==> config.mk <==
export PLATFORM = sky130hd
export DESIGN_NAME = load_exec
export DESIGN_NICKNAME = d
export VERILOG_FILES = /design/src/hw/load_pkg.sv /design/src/hw/load_addr_gen.sv /design/src/hw/load_exec.sv
export SDC_FILE = /design/constraint.sdc
export NUM_CORES = 1
export LEC_CHECK = 0
export BUFFER_PORTS_ARGS = -buffer_cell sky130_fd_sc_hd__buf_2
export CORE_MARGIN = 2
export CORE_UTILIZATION = 33
export DETAILED_ROUTE_END_ITERATION = 12
export PLACE_DENSITY = 0.52
export SLEW_MARGIN = 25
export SYNTH_ARGS = -nofsm -noshare
export SYNTH_HDL_FRONTEND = slang
export SYNTH_SLANG_ARGS = --single-unit
==> constraint.sdc <==
create_clock -name mclk_in -period 10.7 [get_ports mclk_in]
set_clock_uncertainty 0.15 [all_clocks]
set_input_delay 0.535 -clock mclk_in [delete_from_list [all_inputs] [get_ports mclk_in]]
set_output_delay 0.535 -clock mclk_in [all_outputs]
set_load 0.01 [all_outputs]
==> src/hw/load_pkg.sv <==
// shared types and constants for the single-register load decode and execute block
//
// Notes on behaviour
// - Failed condition check leaves no architectural effect
// - Immediate offset added or subtracted per add
// - Index picks address; writeback stores offset address
// - Program counter load needs word-aligned address
// - Loaded branch target bit zero clear: usage fault
// - Usage, memory management, bus faults reported
// - Short literal immediate scaled by four, added
// - Wide literal immediate unscaled, up bit signs
// - Literal base is program counter aligned down
// - Literal offsets: 0..1020 short, +-4095 wide
// - Wide PC load mid conditional block unpredictable
// - Wide word base field all ones: literal
// - Short register form: add, pre-index, no writeback
// - Offset register shifted left by zero to three
// - Wide offset register SP or PC unpredictable
// - Byte loads zero-extend to full word
// - Short byte immediate unscaled, 0..31, added
// - Wide byte offsets 0..4095 and 0..255
// - Wide byte destination all ones: preload hint, except indexed forms with P U W other than 100
// - Indexed byte uses P U W; odd combos undefined
// - Indexed byte destination and writeback restrictions
package load_pkg;
  localparam int unsigned XLEN = 32;
  localparam logic [3:0] REG_SP = 4'hD;
  localparam logic [3:0] REG_PC = 4'hF;
  localparam logic [31:0] ALIGN_MASK = 32'h00000003;
  localparam int unsigned WORD_SCALE = 2;
  localparam int unsigned HW1_U_BIT = 3;
  localparam logic [4:0] OP16_WORD_IMM = 5'h0D;
  localparam logic [4:0] OP16_WORD_SP = 5'h13;
  localparam logic [4:0] OP16_WORD_LIT = 5'h09;
  localparam logic [4:0] OP16_BYTE_IMM = 5'h0F;
  localparam logic [6:0] OP16_WORD_REG = 7'h2C;
  localparam logic [11:0] OP32_WORD_IMM_TWELVE_FIELD = 12'hF8D;
  localparam logic [11:0] OP32_WORD_IMM_EIGHT_FIELD = 12'hF85;
  localparam logic [11:0] OP32_BYTE_IMM_TWELVE_FIELD = 12'hF89;
  localparam logic [11:0] OP32_BYTE_IMM_EIGHT_FIELD = 12'hF81;
  localparam logic [2:0] PUW_HINT = 3'h4;
  localparam logic [2:0] PUW_UNPRIV = 3'h6;

  typedef struct packed {logic [15:0] hi; logic [15:0] lo;} word_s;
  typedef struct packed {
    logic [4:0] op; logic [4:0] imm; logic [2:0] base_reg; logic [2:0] dest_reg;
  } t16_imm_five_field_s;
  typedef struct packed {logic [4:0] op; logic [2:0] dest_reg; logic [7:0] imm;} t16_imm_eight_field_s;
  typedef struct packed {
    logic [6:0] op; logic [2:0] offs_reg; logic [2:0] base_reg; logic [2:0] dest_reg;
  } t16_reg_s;
  typedef struct packed {logic [11:0] op; logic [3:0] base_reg;} hw1_s;
  typedef struct packed {logic [3:0] dest_reg; logic [11:0] imm;} hw2_imm_twelve_field_s;
  typedef struct packed {
    logic [3:0] dest_reg; logic mark; logic p; logic u; logic w; logic [7:0] imm;
  } hw2_imm_eight_field_s;
  typedef struct packed {
    logic [3:0] dest_reg; logic [5:0] zero; logic [1:0] sh; logic [3:0] offs_reg;
  } hw2_reg_s;

  // one instruction offered by the core, with its context
  typedef struct packed {
    logic valid;
    logic wide;
    word_s bits;
    logic cond_pass;
    logic in_block;
    logic last_in_block;
    logic [31:0] pc;
  } instr_s;

  // decoded operation
  typedef struct packed {
    logic byte_sz;
    logic literal;
    logic reg_form;
    logic index;
    logic add;
    logic wback;
    logic [1:0] shift;
    logic [3:0] dest_reg;
    logic [3:0] base_reg;
    logic [3:0] offs_reg;
    logic [31:0] imm;
  } op_s;

  typedef struct packed {logic valid; logic [31:0] addr; logic byte_sz;} mem_req_s;
  typedef struct packed {logic ack; logic [31:0] data; logic bus_err; logic mpu_err;} mem_rsp_s;
  typedef struct packed {logic en; logic [3:0] idx; logic [31:0] data;} reg_wr_s;
  typedef struct packed {
    logic usage; logic mem_mgmt; logic bus; logic undef; logic unpred;
  } except_s;

  typedef enum logic [2:0] {
    ST_IDLE = 3'b001,
    ST_READ = 3'b010,
    ST_WAIT = 3'b100
  } state_e;
endpackage

==> src/hw/load_addr_gen.sv <==
// address generation: base or aligned pc, scaled register or immediate offset
`timescale 1ns/1ns
module load_addr_gen (
  // operands
  input wire logic [31:0] base_in,
  input wire logic [31:0] offs_in,
  input wire logic [31:0] pc_in,
  input wire load_pkg::op_s op_in,
  // results
  output logic [31:0] addr_out,
  output logic [31:0] offs_addr_out
);
  logic [31:0] base;
  logic [31:0] offset;

  assign base = op_in.literal ? (pc_in & ~load_pkg::ALIGN_MASK) : base_in;
  assign offset = op_in.reg_form ? (offs_in << op_in.shift) : op_in.imm;
  assign offs_addr_out = op_in.add ? (base + offset) : (base - offset);
  assign addr_out = op_in.index ? offs_addr_out : base;
endmodule

==> src/hw/load_exec.sv <==
// decode and execute of single-register word and byte loads
`timescale 1ns/1ns
module load_exec (
  // clock and reset
  input wire logic mclk_in,
  input wire logic srst_in,
  // instruction from the core
  input wire load_pkg::instr_s instr_in,
  output logic ready_out,
  // register file read, value returned in the same cycle as the index
  output logic [3:0] base_idx_out,
  output logic [3:0] offs_idx_out,
  input wire logic [31:0] base_val_in,
  input wire logic [31:0] offs_val_in,
  // memory load interface
  output load_pkg::mem_req_s mem_req_out,
  input wire load_pkg::mem_rsp_s mem_rsp_in,
  // results
  output load_pkg::reg_wr_s dest_wr_out,
  output load_pkg::reg_wr_s base_wr_out,
  output logic branch_out,
  output logic [31:0] branch_target_out,
  output load_pkg::except_s except_out,
  output logic done_out
);
  typedef struct packed {
    load_pkg::state_e state;
    load_pkg::op_s op;
    logic [31:0] pc;
    logic [31:0] offs_addr;
    logic ready;
    logic [3:0] base_idx;
    logic [3:0] offs_idx;
    load_pkg::mem_req_s req;
    load_pkg::reg_wr_s dst;
    load_pkg::reg_wr_s wb;
    logic branch;
    logic [31:0] target;
    load_pkg::except_s exc;
    logic done;
  } state_s;

  state_s s;
  state_s next_s;
  logic [31:0] ag_addr;
  logic [31:0] ag_offs_addr;
  load_pkg::op_s dec_op;
  logic dec_undef;
  logic dec_unpred;
  logic dec_hint;
  logic [31:0] ld_data;

  function automatic load_pkg::op_s decode(input load_pkg::instr_s i, output logic undef,
                                           output logic unpred, output logic hint);
    load_pkg::op_s o;
    load_pkg::t16_imm_five_field_s a5;
    load_pkg::t16_imm_eight_field_s a8;
    load_pkg::t16_reg_s ar;
    load_pkg::hw1_s h1;
    load_pkg::hw2_imm_twelve_field_s h12;
    load_pkg::hw2_imm_eight_field_s h8;
    load_pkg::hw2_reg_s hr;
    logic word;
    o = '0;
    undef = 1'b0;
    unpred = 1'b0;
    hint = 1'b0;
    word = 1'b0;
    o.index = 1'b1;
    o.add = 1'b1;
    a5 = load_pkg::t16_imm_five_field_s'(i.bits.lo);
    a8 = load_pkg::t16_imm_eight_field_s'(i.bits.lo);
    ar = load_pkg::t16_reg_s'(i.bits.lo);
    h1 = load_pkg::hw1_s'(i.bits.hi);
    h12 = load_pkg::hw2_imm_twelve_field_s'(i.bits.lo);
    h8 = load_pkg::hw2_imm_eight_field_s'(i.bits.lo);
    hr = load_pkg::hw2_reg_s'(i.bits.lo);
    if (!i.wide)
    begin
      o.dest_reg = {1'b0, a5.dest_reg};
      o.base_reg = {1'b0, a5.base_reg};
      if (a5.op == load_pkg::OP16_WORD_IMM)
        o.imm = 32'(a5.imm) << load_pkg::WORD_SCALE;
      else if (a5.op == load_pkg::OP16_BYTE_IMM)
      begin
        o.byte_sz = 1'b1;
        o.imm = 32'(a5.imm);
      end
      else if (a8.op == load_pkg::OP16_WORD_SP)
      begin
        o.dest_reg = {1'b0, a8.dest_reg};
        o.base_reg = load_pkg::REG_SP;
        o.imm = 32'(a8.imm) << load_pkg::WORD_SCALE;
      end
      else if (a8.op == load_pkg::OP16_WORD_LIT)
      begin
        o.dest_reg = {1'b0, a8.dest_reg};
        o.literal = 1'b1;
        o.imm = 32'(a8.imm) << load_pkg::WORD_SCALE;
      end
      else if (ar.op == load_pkg::OP16_WORD_REG)
      begin
        o.reg_form = 1'b1;
        o.offs_reg = {1'b0, ar.offs_reg};
      end
      else
        undef = 1'b1;
    end
    else
    begin
      o.dest_reg = h12.dest_reg;
      o.base_reg = h1.base_reg;
      o.byte_sz = (h1.op == load_pkg::OP32_BYTE_IMM_TWELVE_FIELD) || (h1.op == load_pkg::OP32_BYTE_IMM_EIGHT_FIELD);
      word = (h1.op == load_pkg::OP32_WORD_IMM_TWELVE_FIELD) || (h1.op == load_pkg::OP32_WORD_IMM_EIGHT_FIELD);
      if (!(word || o.byte_sz))
        undef = 1'b1;
      else if (o.byte_sz && h12.dest_reg == load_pkg::REG_PC &&
               !(h1.op == load_pkg::OP32_BYTE_IMM_EIGHT_FIELD && h1.base_reg != load_pkg::REG_PC &&
                 h8.mark && {h8.p, h8.u, h8.w} != load_pkg::PUW_HINT))
        hint = 1'b1;
      else if (h1.base_reg == load_pkg::REG_PC)
      begin
        o.literal = 1'b1;
        o.add = h1.op[load_pkg::HW1_U_BIT];
        o.imm = 32'(h12.imm);
        unpred = o.byte_sz && h12.dest_reg == load_pkg::REG_SP;
      end
      else if (h1.op == load_pkg::OP32_WORD_IMM_TWELVE_FIELD || h1.op == load_pkg::OP32_BYTE_IMM_TWELVE_FIELD)
      begin
        o.imm = 32'(h12.imm);
        unpred = o.byte_sz && h12.dest_reg == load_pkg::REG_SP;
      end
      else if (h8.mark)
      begin
        o.index = h8.p;
        o.add = h8.u;
        o.wback = h8.w;
        o.imm = 32'(h8.imm);
        // unprivileged form belongs to other logic; refused here
        if ({h8.p, h8.u, h8.w} == load_pkg::PUW_UNPRIV || (!h8.p && !h8.w))
          undef = 1'b1;
        else if (o.byte_sz)
          unpred = h8.dest_reg == load_pkg::REG_SP || h8.dest_reg == load_pkg::REG_PC ||
                   (h8.w && h1.base_reg == h8.dest_reg);
      end
      else if (hr.zero == '0)
      begin
        o.reg_form = 1'b1;
        o.offs_reg = hr.offs_reg;
        o.shift = hr.sh;
        unpred = hr.offs_reg == load_pkg::REG_SP || hr.offs_reg == load_pkg::REG_PC ||
                 (o.byte_sz && hr.dest_reg == load_pkg::REG_SP);
      end
      else
        undef = 1'b1;
      if (word && o.dest_reg == load_pkg::REG_PC && i.in_block && !i.last_in_block)
        unpred = 1'b1;
    end
    return o;
  endfunction

  always_comb
  begin
    dec_op = decode(instr_in, dec_undef, dec_unpred, dec_hint);
  end

  load_addr_gen i_load_addr_gen (
    .base_in(base_val_in),
    .offs_in(offs_val_in),
    .pc_in(s.pc),
    .op_in(s.op),
    .addr_out(ag_addr),
    .offs_addr_out(ag_offs_addr)
  );

  // memory returns the addressed byte in the low lane for byte loads
  assign ld_data = s.op.byte_sz ? 32'(mem_rsp_in.data[7:0]) : mem_rsp_in.data;

  always_comb
  begin
    next_s = s;
    next_s.dst.en = 1'b0;
    next_s.wb.en = 1'b0;
    next_s.branch = 1'b0;
    next_s.exc = '0;
    next_s.done = 1'b0;
    case (s.state)
      load_pkg::ST_IDLE:
      begin
        if (instr_in.valid)
        begin
          next_s.done = 1'b1;
          if (!instr_in.cond_pass)
            next_s.done = 1'b1;
          else if (dec_undef)
            next_s.exc.undef = 1'b1;
          else if (dec_unpred)
            next_s.exc.unpred = 1'b1;
          else if (!dec_hint)
          begin
            next_s.done = 1'b0;
            next_s.op = dec_op;
            next_s.pc = instr_in.pc;
            next_s.base_idx = dec_op.base_reg;
            next_s.offs_idx = dec_op.offs_reg;
            next_s.state = load_pkg::ST_READ;
          end
        end
      end
      load_pkg::ST_READ:
      begin
        if (s.op.dest_reg == load_pkg::REG_PC && (ag_addr & load_pkg::ALIGN_MASK) != '0)
        begin
          next_s.exc.unpred = 1'b1;
          next_s.done = 1'b1;
          next_s.state = load_pkg::ST_IDLE;
        end
        else
        begin
          next_s.req.valid = 1'b1;
          next_s.req.addr = ag_addr;
          next_s.req.byte_sz = s.op.byte_sz;
          next_s.offs_addr = ag_offs_addr;
          next_s.state = load_pkg::ST_WAIT;
        end
      end
      load_pkg::ST_WAIT:
      begin
        // request stands until the memory side answers
        if (mem_rsp_in.ack)
        begin
          next_s.req.valid = 1'b0;
          next_s.done = 1'b1;
          next_s.state = load_pkg::ST_IDLE;
          if (mem_rsp_in.bus_err)
            next_s.exc.bus = 1'b1;
          else if (mem_rsp_in.mpu_err)
            next_s.exc.mem_mgmt = 1'b1;
          else
          begin
            next_s.wb.en = s.op.wback;
            next_s.wb.idx = s.op.base_reg;
            next_s.wb.data = s.offs_addr;
            if (s.op.dest_reg == load_pkg::REG_PC)
            begin
              if (ld_data[0])
              begin
                next_s.branch = 1'b1;
                next_s.target = {ld_data[31:1], 1'b0};
              end
              else
                next_s.exc.usage = 1'b1;
            end
            else
            begin
              next_s.dst.en = 1'b1;
              next_s.dst.idx = s.op.dest_reg;
              next_s.dst.data = ld_data;
            end
          end
        end
      end
      default:
      begin
        next_s = '0;
        next_s.state = load_pkg::ST_IDLE;
      end
    endcase
    next_s.ready = next_s.state == load_pkg::ST_IDLE;
  end

  always_ff @(posedge mclk_in)
  begin
    if (srst_in)
    begin
      s <= '0;
      s.state <= load_pkg::ST_IDLE;
      s.ready <= 1'b1;
    end
    else
      s <= next_s;
  end

  assign ready_out = s.ready;
  assign base_idx_out = s.base_idx;
  assign offs_idx_out = s.offs_idx;
  assign mem_req_out = s.req;
  assign dest_wr_out = s.dst;
  assign base_wr_out = s.wb;
  assign branch_out = s.branch;
  assign branch_target_out = s.target;
  assign except_out = s.exc;
  assign done_out = s.done;
endmodule

Word level (Yosys, flattened, before mapping) --
Index checks and enable logic that the tools add are counted.
Word-level totals: register bits after elaboration 271, latch bits 0, RAM bits 0, bits in read-only memories 0, input bits 170, memories kept 0
Cells by class: add/sub/neg operators 2, $mul 0, div/mod/pow operators 0, order comparisons 0, eq/ne operators 35, shift-type cells 1, muxes and demuxes 117, bitwise gates (word level) 6, reductions and logical operators 37
Operator list (count):
- 87-bit two-way mux | 5
- 110-bit case mux with 2 select lines | 1
- 32-bit two-way mux | 6
- 84-bit case mux with 2 select lines | 1
- 110-bit two-way mux | 1
- 109-bit two-way mux | 1
- 108-bit two-way mux | 1
- 36-bit two-way mux | 2
- 34-bit two-way mux | 2
- 33-bit case mux with 2 select lines | 1
- 32-bit case mux with 2 select lines | 1
- 12-bit == test, second input constant | 4
- 8-bit two-way mux | 6
- 1-bit two-way mux | 45
- 44-bit two-way mux | 1
- 10-bit two-way mux | 4
- 37-bit two-way mux | 1
- 12-bit two-way mux | 3
- 3-bit two-way mux | 11
- 33-bit two-way mux | 1
- 32-bit adder | 1
- 32-bit nonzero test | 1
- 32-bit by 2-bit << shifter with 32-bit output | 1
- 32-bit subtractor | 1
- other kinds (33) | 96

Logic depth before layout (Yosys ltp) --
depth after elaboration 18, gate-level depth with buffers 25, gate-level depth less buffers 22

Cells and area by module --
Synthesis repeated with hierarchy kept, for this count alone.
Second synthesis, totals: cell total of the unflattened synthesis 1762, area total of the unflattened synthesis 15133.3 µm²
By module, submodules not included:
- load_exec | instances 1, cells each 1136, area an instance 10557.6 µm²
- load_addr_gen | instances 1, cells each 626, area an instance 4575.6 µm²

Worst setup path before layout --
No wires, ideal clock.
path kind register to register, start point register s[264] (netlist name), end point register s, in the netlist mem_req_out[32], data arrival time 4.922 ns, data required time 10.428 ns, path slack 5.506 ns, cell stages (with the launch flop) 24, path buffers 5, period minus slack after synthesis 5.194 ns, cells stage by stage dfxtp_1 buf_6 buf_2 buf_1 buf_1 mux2i_1 nor2_1 a21oi_1 ha_1 and4_1 nand3b_1 nor2b_1 a21oi_1 o22ai_1 ha_1 clkbuf_1 o21a_1 a2111oi_0 nor2_1 a21o_1 a211oi_1 o21ai_0 xnor2_1 a221o_1
Between the ends: cells in the longest elaborated chain, start to end 9, elaborated cells between the ends (all ways) 12
Ends and longest elaborated chain:
- start: declaration | RTL line load_exec.sv:43 | state_s s;
- start signal: assignment | RTL line load_exec.sv:281 | s <= next_s;
- 32-bit by 2-bit << shifter with 32-bit output (*) | RTL line load_addr_gen.sv:17 | assign offset = op_in.reg_form ? (offs_in << op_in.shift) : op_in.imm;
- 32-bit two-way mux (*) | RTL line load_addr_gen.sv:17
- 32-bit subtractor / 32-bit adder (equally long branches) | RTL line load_addr_gen.sv:18 | assign offs_addr_out = op_in.add ? (base + offset) : (base - offset);
- 32-bit two-way mux (*) | RTL line load_addr_gen.sv:18
- 32-bit two-way mux (*) | RTL line load_addr_gen.sv:19 | assign addr_out = op_in.index ? offs_addr_out : base;
- 32-bit nonzero test | RTL line load_exec.sv:212 | if (s.op.dest_reg == load_pkg::REG_PC && (ag_addr & load_pkg::ALIGN_MASK) != '0)
- 1-bit logical AND | RTL line load_exec.sv:212
- 2-bit inequality test (no line)
- 2-bit AND reduction (no line)
Mark *: on every way between the ends. The rest lies on a longest branch, timed or not. The select of a mux whose other input is x is not followed. A chain may end at the register's enable or synchronous reset.

Worst setup path in the final report --
Same ends and word-level chain as after synthesis.

==> key figures <==
Clock network
  – Clk_lat worst skew: 0.58 ns
  – Number of CTS-inserted buffers: 27
  – Clk root buf: clkbuf_16
  – Clock transition at path regs: 0.06 ns
  – Worst-case clock buffer depth: 3
  – H-tree depth: 1
  – CTS tree: done
  – CTS Hold Bufs: 13
  – Clock Sinks: 248
  – Post-CTS setup buffer count: 0
  – Post-cts sizing count: 0

Timing
  – RSZ-0062 raised after global routing: no
  – Final hold violation count: 0
  – Tmin final: 5.820 ns
  – Final period util: 0.5439
  – Final setup fails: 0
  – Worst setup margin: 4.880 ns
  – Relative slew slack: 0.3049
  – Max-slew violation count: 0
  – Worst-margin pin slew: 1.035 ns
  – Hold Slack: 0.02336 ns
  – Setup TNS: 0 ns
  – Peak Freq: 0.1718 GHz

Cells and area
  – Layout cell share with drive strength beyond 1: 0.2486
  – Final core utilization: 0.3800
  – Non-Filler Instances: 2408
  – Multi-input gate area: 0.007762 mm²
  – Syn-to-layout area delta: 13.74%
  – Register Area: 0.004967 mm²
  – Post-route design area: 0.01633 mm²
  – Fill count: 4483
  – Layout net count: 2008

Die
  – Die area: 0.04520 mm²
  – I/O pin count: 326
  – Die extent in y: 212.6 µm
  – FP Rows: 76
  – Starting density of the core: 0.3341
  – Die W: 212.6 µm
  – Core region area: 0.04298 mm²

Yosys
  – Syn avg cell area: 8.533 µm²
  – Top_reg_cell synth: dfxtp_1
  – Asr flop ratio synth: 0
  – Distinct cells, synth: 76
  – Synthesized area: 0.01436 mm²
  – Largest family of logic cells by synthesized area: compound AO/OA/AOI/OAI gates
  – Post-synth EDFFs: 0
  – Simple-gate share of the synthesized area: 0.1664
  – Seq/Total Area, Yosys: 0.3457
  – Yosys reg bits: 248
  – Compound-Gate Fraction of Synth Area: 0.2263
  – Net count after synthesis: 1886
  – Mux share of post-synthesis cell area: 0.07998
  – Cells after synthesis: 1683
  – Post-Synth XOR/XNOR Area: 0.03468
  – Synth warnings: 0
  – Adder-Cell Fraction of Synth Area: 0.02927

Place
  – Place WS: 4.888 ns
  – Port bufs: 322
  – Placed standard-cell area: 0.01531 mm²
  – HPWL Detailed: 35460 µm
  – Placed insts: 2348
  – Gpl congestion: 0.8518

Global route
  – Antenna violations before repair: 1
  – Largest net degree at the start of global routing: 82
  – First-pass GRT wire length: 70090 µm
  – Grt ovf: 0
  – Vias in the first global route: 11520
  – GRT Total Usage: 0.1993

Power and ir drop
  – Pwr per Cell Area: 128.3 mW/mm²
  – Leak pwr: 6.813 nW
  – Power Total: 2.096 mW
  – Max IR drop VDD: 0.1151 mV

Status
  – Status: finished, final reports clean

Routing
  – Remaining DRCs: 0
  – 1st-pass router iterations: 5
  – Drt via density: 5.222
  – Vias: 12570
  – Drt total wl: 46200 µm
  – Antenna viol nets, final: 0
  – Drt wl/cell: 19.18 µm
  – DRT iter0 DRCs: 1048

Critical path
  – Slowest-stage cell, CP: mux4_1
  – CP required: 11.00 ns
  – Maximum fanout along the worst path: 56
  – Startpoint types: flip-flop
  – Critical path's largest stage delay: 0.70 ns
  – Crit path max-delay family: compound AO/OA/AOI/OAI gates
  – WS Path Type: reg2reg
  – Arr. time, crit path: 6.12 ns
  – CP Cell Sequence: buf_4 -> mux4_1 -> or4_4 -> o41ai_4 -> nand4_4 -> nand3b_1 -> nor2b_1 -> a21oi_1 -> o22ai_1 -> ha_1 -> o21a_1 -> a2111oi_0 -> nor2_1 -> a21o_1 -> a211oi_1 -> o21ai_0 -> xnor2_1 -> a221o_1
  – Crit path buf inv count: 1
  – CP endpoint kind: flip-flop

Flow run
  – Max-Cap Viols: 0

Hold path
  – HP Class: in2reg
-- registers in the layout, summed over array words and instances (netlist names), 4 cells and up --
signal,flops
dest_wr_out,37
base_idx_out,4
mem_req_out,34
branch_target_out,31
offs_idx_out,4
base_wr_out,37
s,93
except_out,5
-- cell usage after synthesis (14+ instances only) --
master    number  area, µm²
nor3_1        28      140.1
dfxtp_1      248       4965
a31oi_1       20      125.1
clkbuf_1      87      326.6
mux2_2        35      394.1
a21oi_1       87      435.4
inv_1         25      93.84
nor4_1        14      87.58
buf_4        157       1179
nand2b_1      21      131.4
mux2i_1       57      570.6
a211oi_1      20      150.1
ha_1          32      400.4
nand2_1      116      435.4
o21ai_0       47      235.2
xnor2_1       38      332.8
xor2_1        17      148.9
a22o_1        72      630.6
nand3_1       22      110.1
a21o_1        22      165.2
a22oi_1       99      743.2
nor2b_1       44      275.3
nor2_1       193      724.4
-- worst register-to-register path: stages, from the launching register on --
cell	delay, ns
dfxtp_2	0.31
buf_4	0.52
mux4_1	0.73
or4_4	0.55
o41ai_4	0.10
nand4_4	0.14
nand3b_1	0.28
nor2b_1	0.30
a21oi_1	0.11
o22ai_1	0.15
ha_1	0.34
o21a_1	0.19
a2111oi_0	0.46
nor2_1	0.11
a21o_1	0.19
a211oi_1	0.38
o21ai_0	0.18
xnor2_1	0.18
a221o_1	0.33
-- final cells by class --
cell class	count	share of cell area
tap	585	0.04481
multi-input combinational	1149	0.4752
clock buffer	37	0.04734
antenna	1	0.0001532
timing repair buffer	353	0.1151
clock inverter	9	0.007353
sequential	248	0.3041
inverter	26	0.005975
-- cells by family (layout without fill, tap and decap cells) --
logic type      Yosys count  count (layout)
compound gates          456             456
xor+xnor                 56              56
fa+ha+maj                33              33
buf+inv                 286             425
flops                   248             248
mux                     100             100
other cells               1               2
simple gates            503             503
-- power breakdown --
group	total, mW	switching, mW	internal, mW
logic	0.224	0.139	0.0852
clock network	0.945	0.392	0.553
registers	0.927	0.00123	0.926
total	2.10	0.532	1.56
-- layer usage --
layer  wire (µm)  share of wire  GRT usage
met2       19900           0.43     0.2966
met4         888          0.019    0.04509
met1       22610           0.49     0.2970
met5           0              0          0
met3        2795          0.061    0.03471
-- cells in the final DEF, fill, tap and decap left out, types with 17 or more instances in the layout --
master and instances:
a211oi_1 19, a21o_1 21, a21oi_1 86, a22o_1 72
a22oi_1 99, a31oi_1 20, buf_2 321, buf_4 19
clkbuf_16 27, dfxtp_1 246, ha_1 32, inv_1 24
mux2_2 35, mux2i_1 57, nand2_1 116, nand2b_1 20
nand3_1 22, nor2_1 190, nor2b_1 43, nor3_1 26
o21ai_0 47, xnor2_1 38, xor2_1 17
-- final timing paths --
| kind | start | endpoint | slack (ns) | cells after the start |
|---|---|---|---|---|
| setup / recovery | s[264]$_SDFFE_PP0P_ | mem_req_out[32]$_SDFFE_PP0P_ | 4.88 | 18 |
| hold / removal | instr_in[15] | s[203]$_SDFFE_PP0P_ | 0.02 | 2 |
| setup reg to reg | s[264]$_SDFFE_PP0P_ | mem_req_out[32]$_SDFFE_PP0P_ | 4.88 | 18 |
| hold reg to reg | mem_req_out[10]$_SDFFE_PP0P_ | mem_req_out[10]$_SDFFE_PP0P_ | 0.30 | 2 |
No activity file was read; power rests on OpenSTA's default activity.
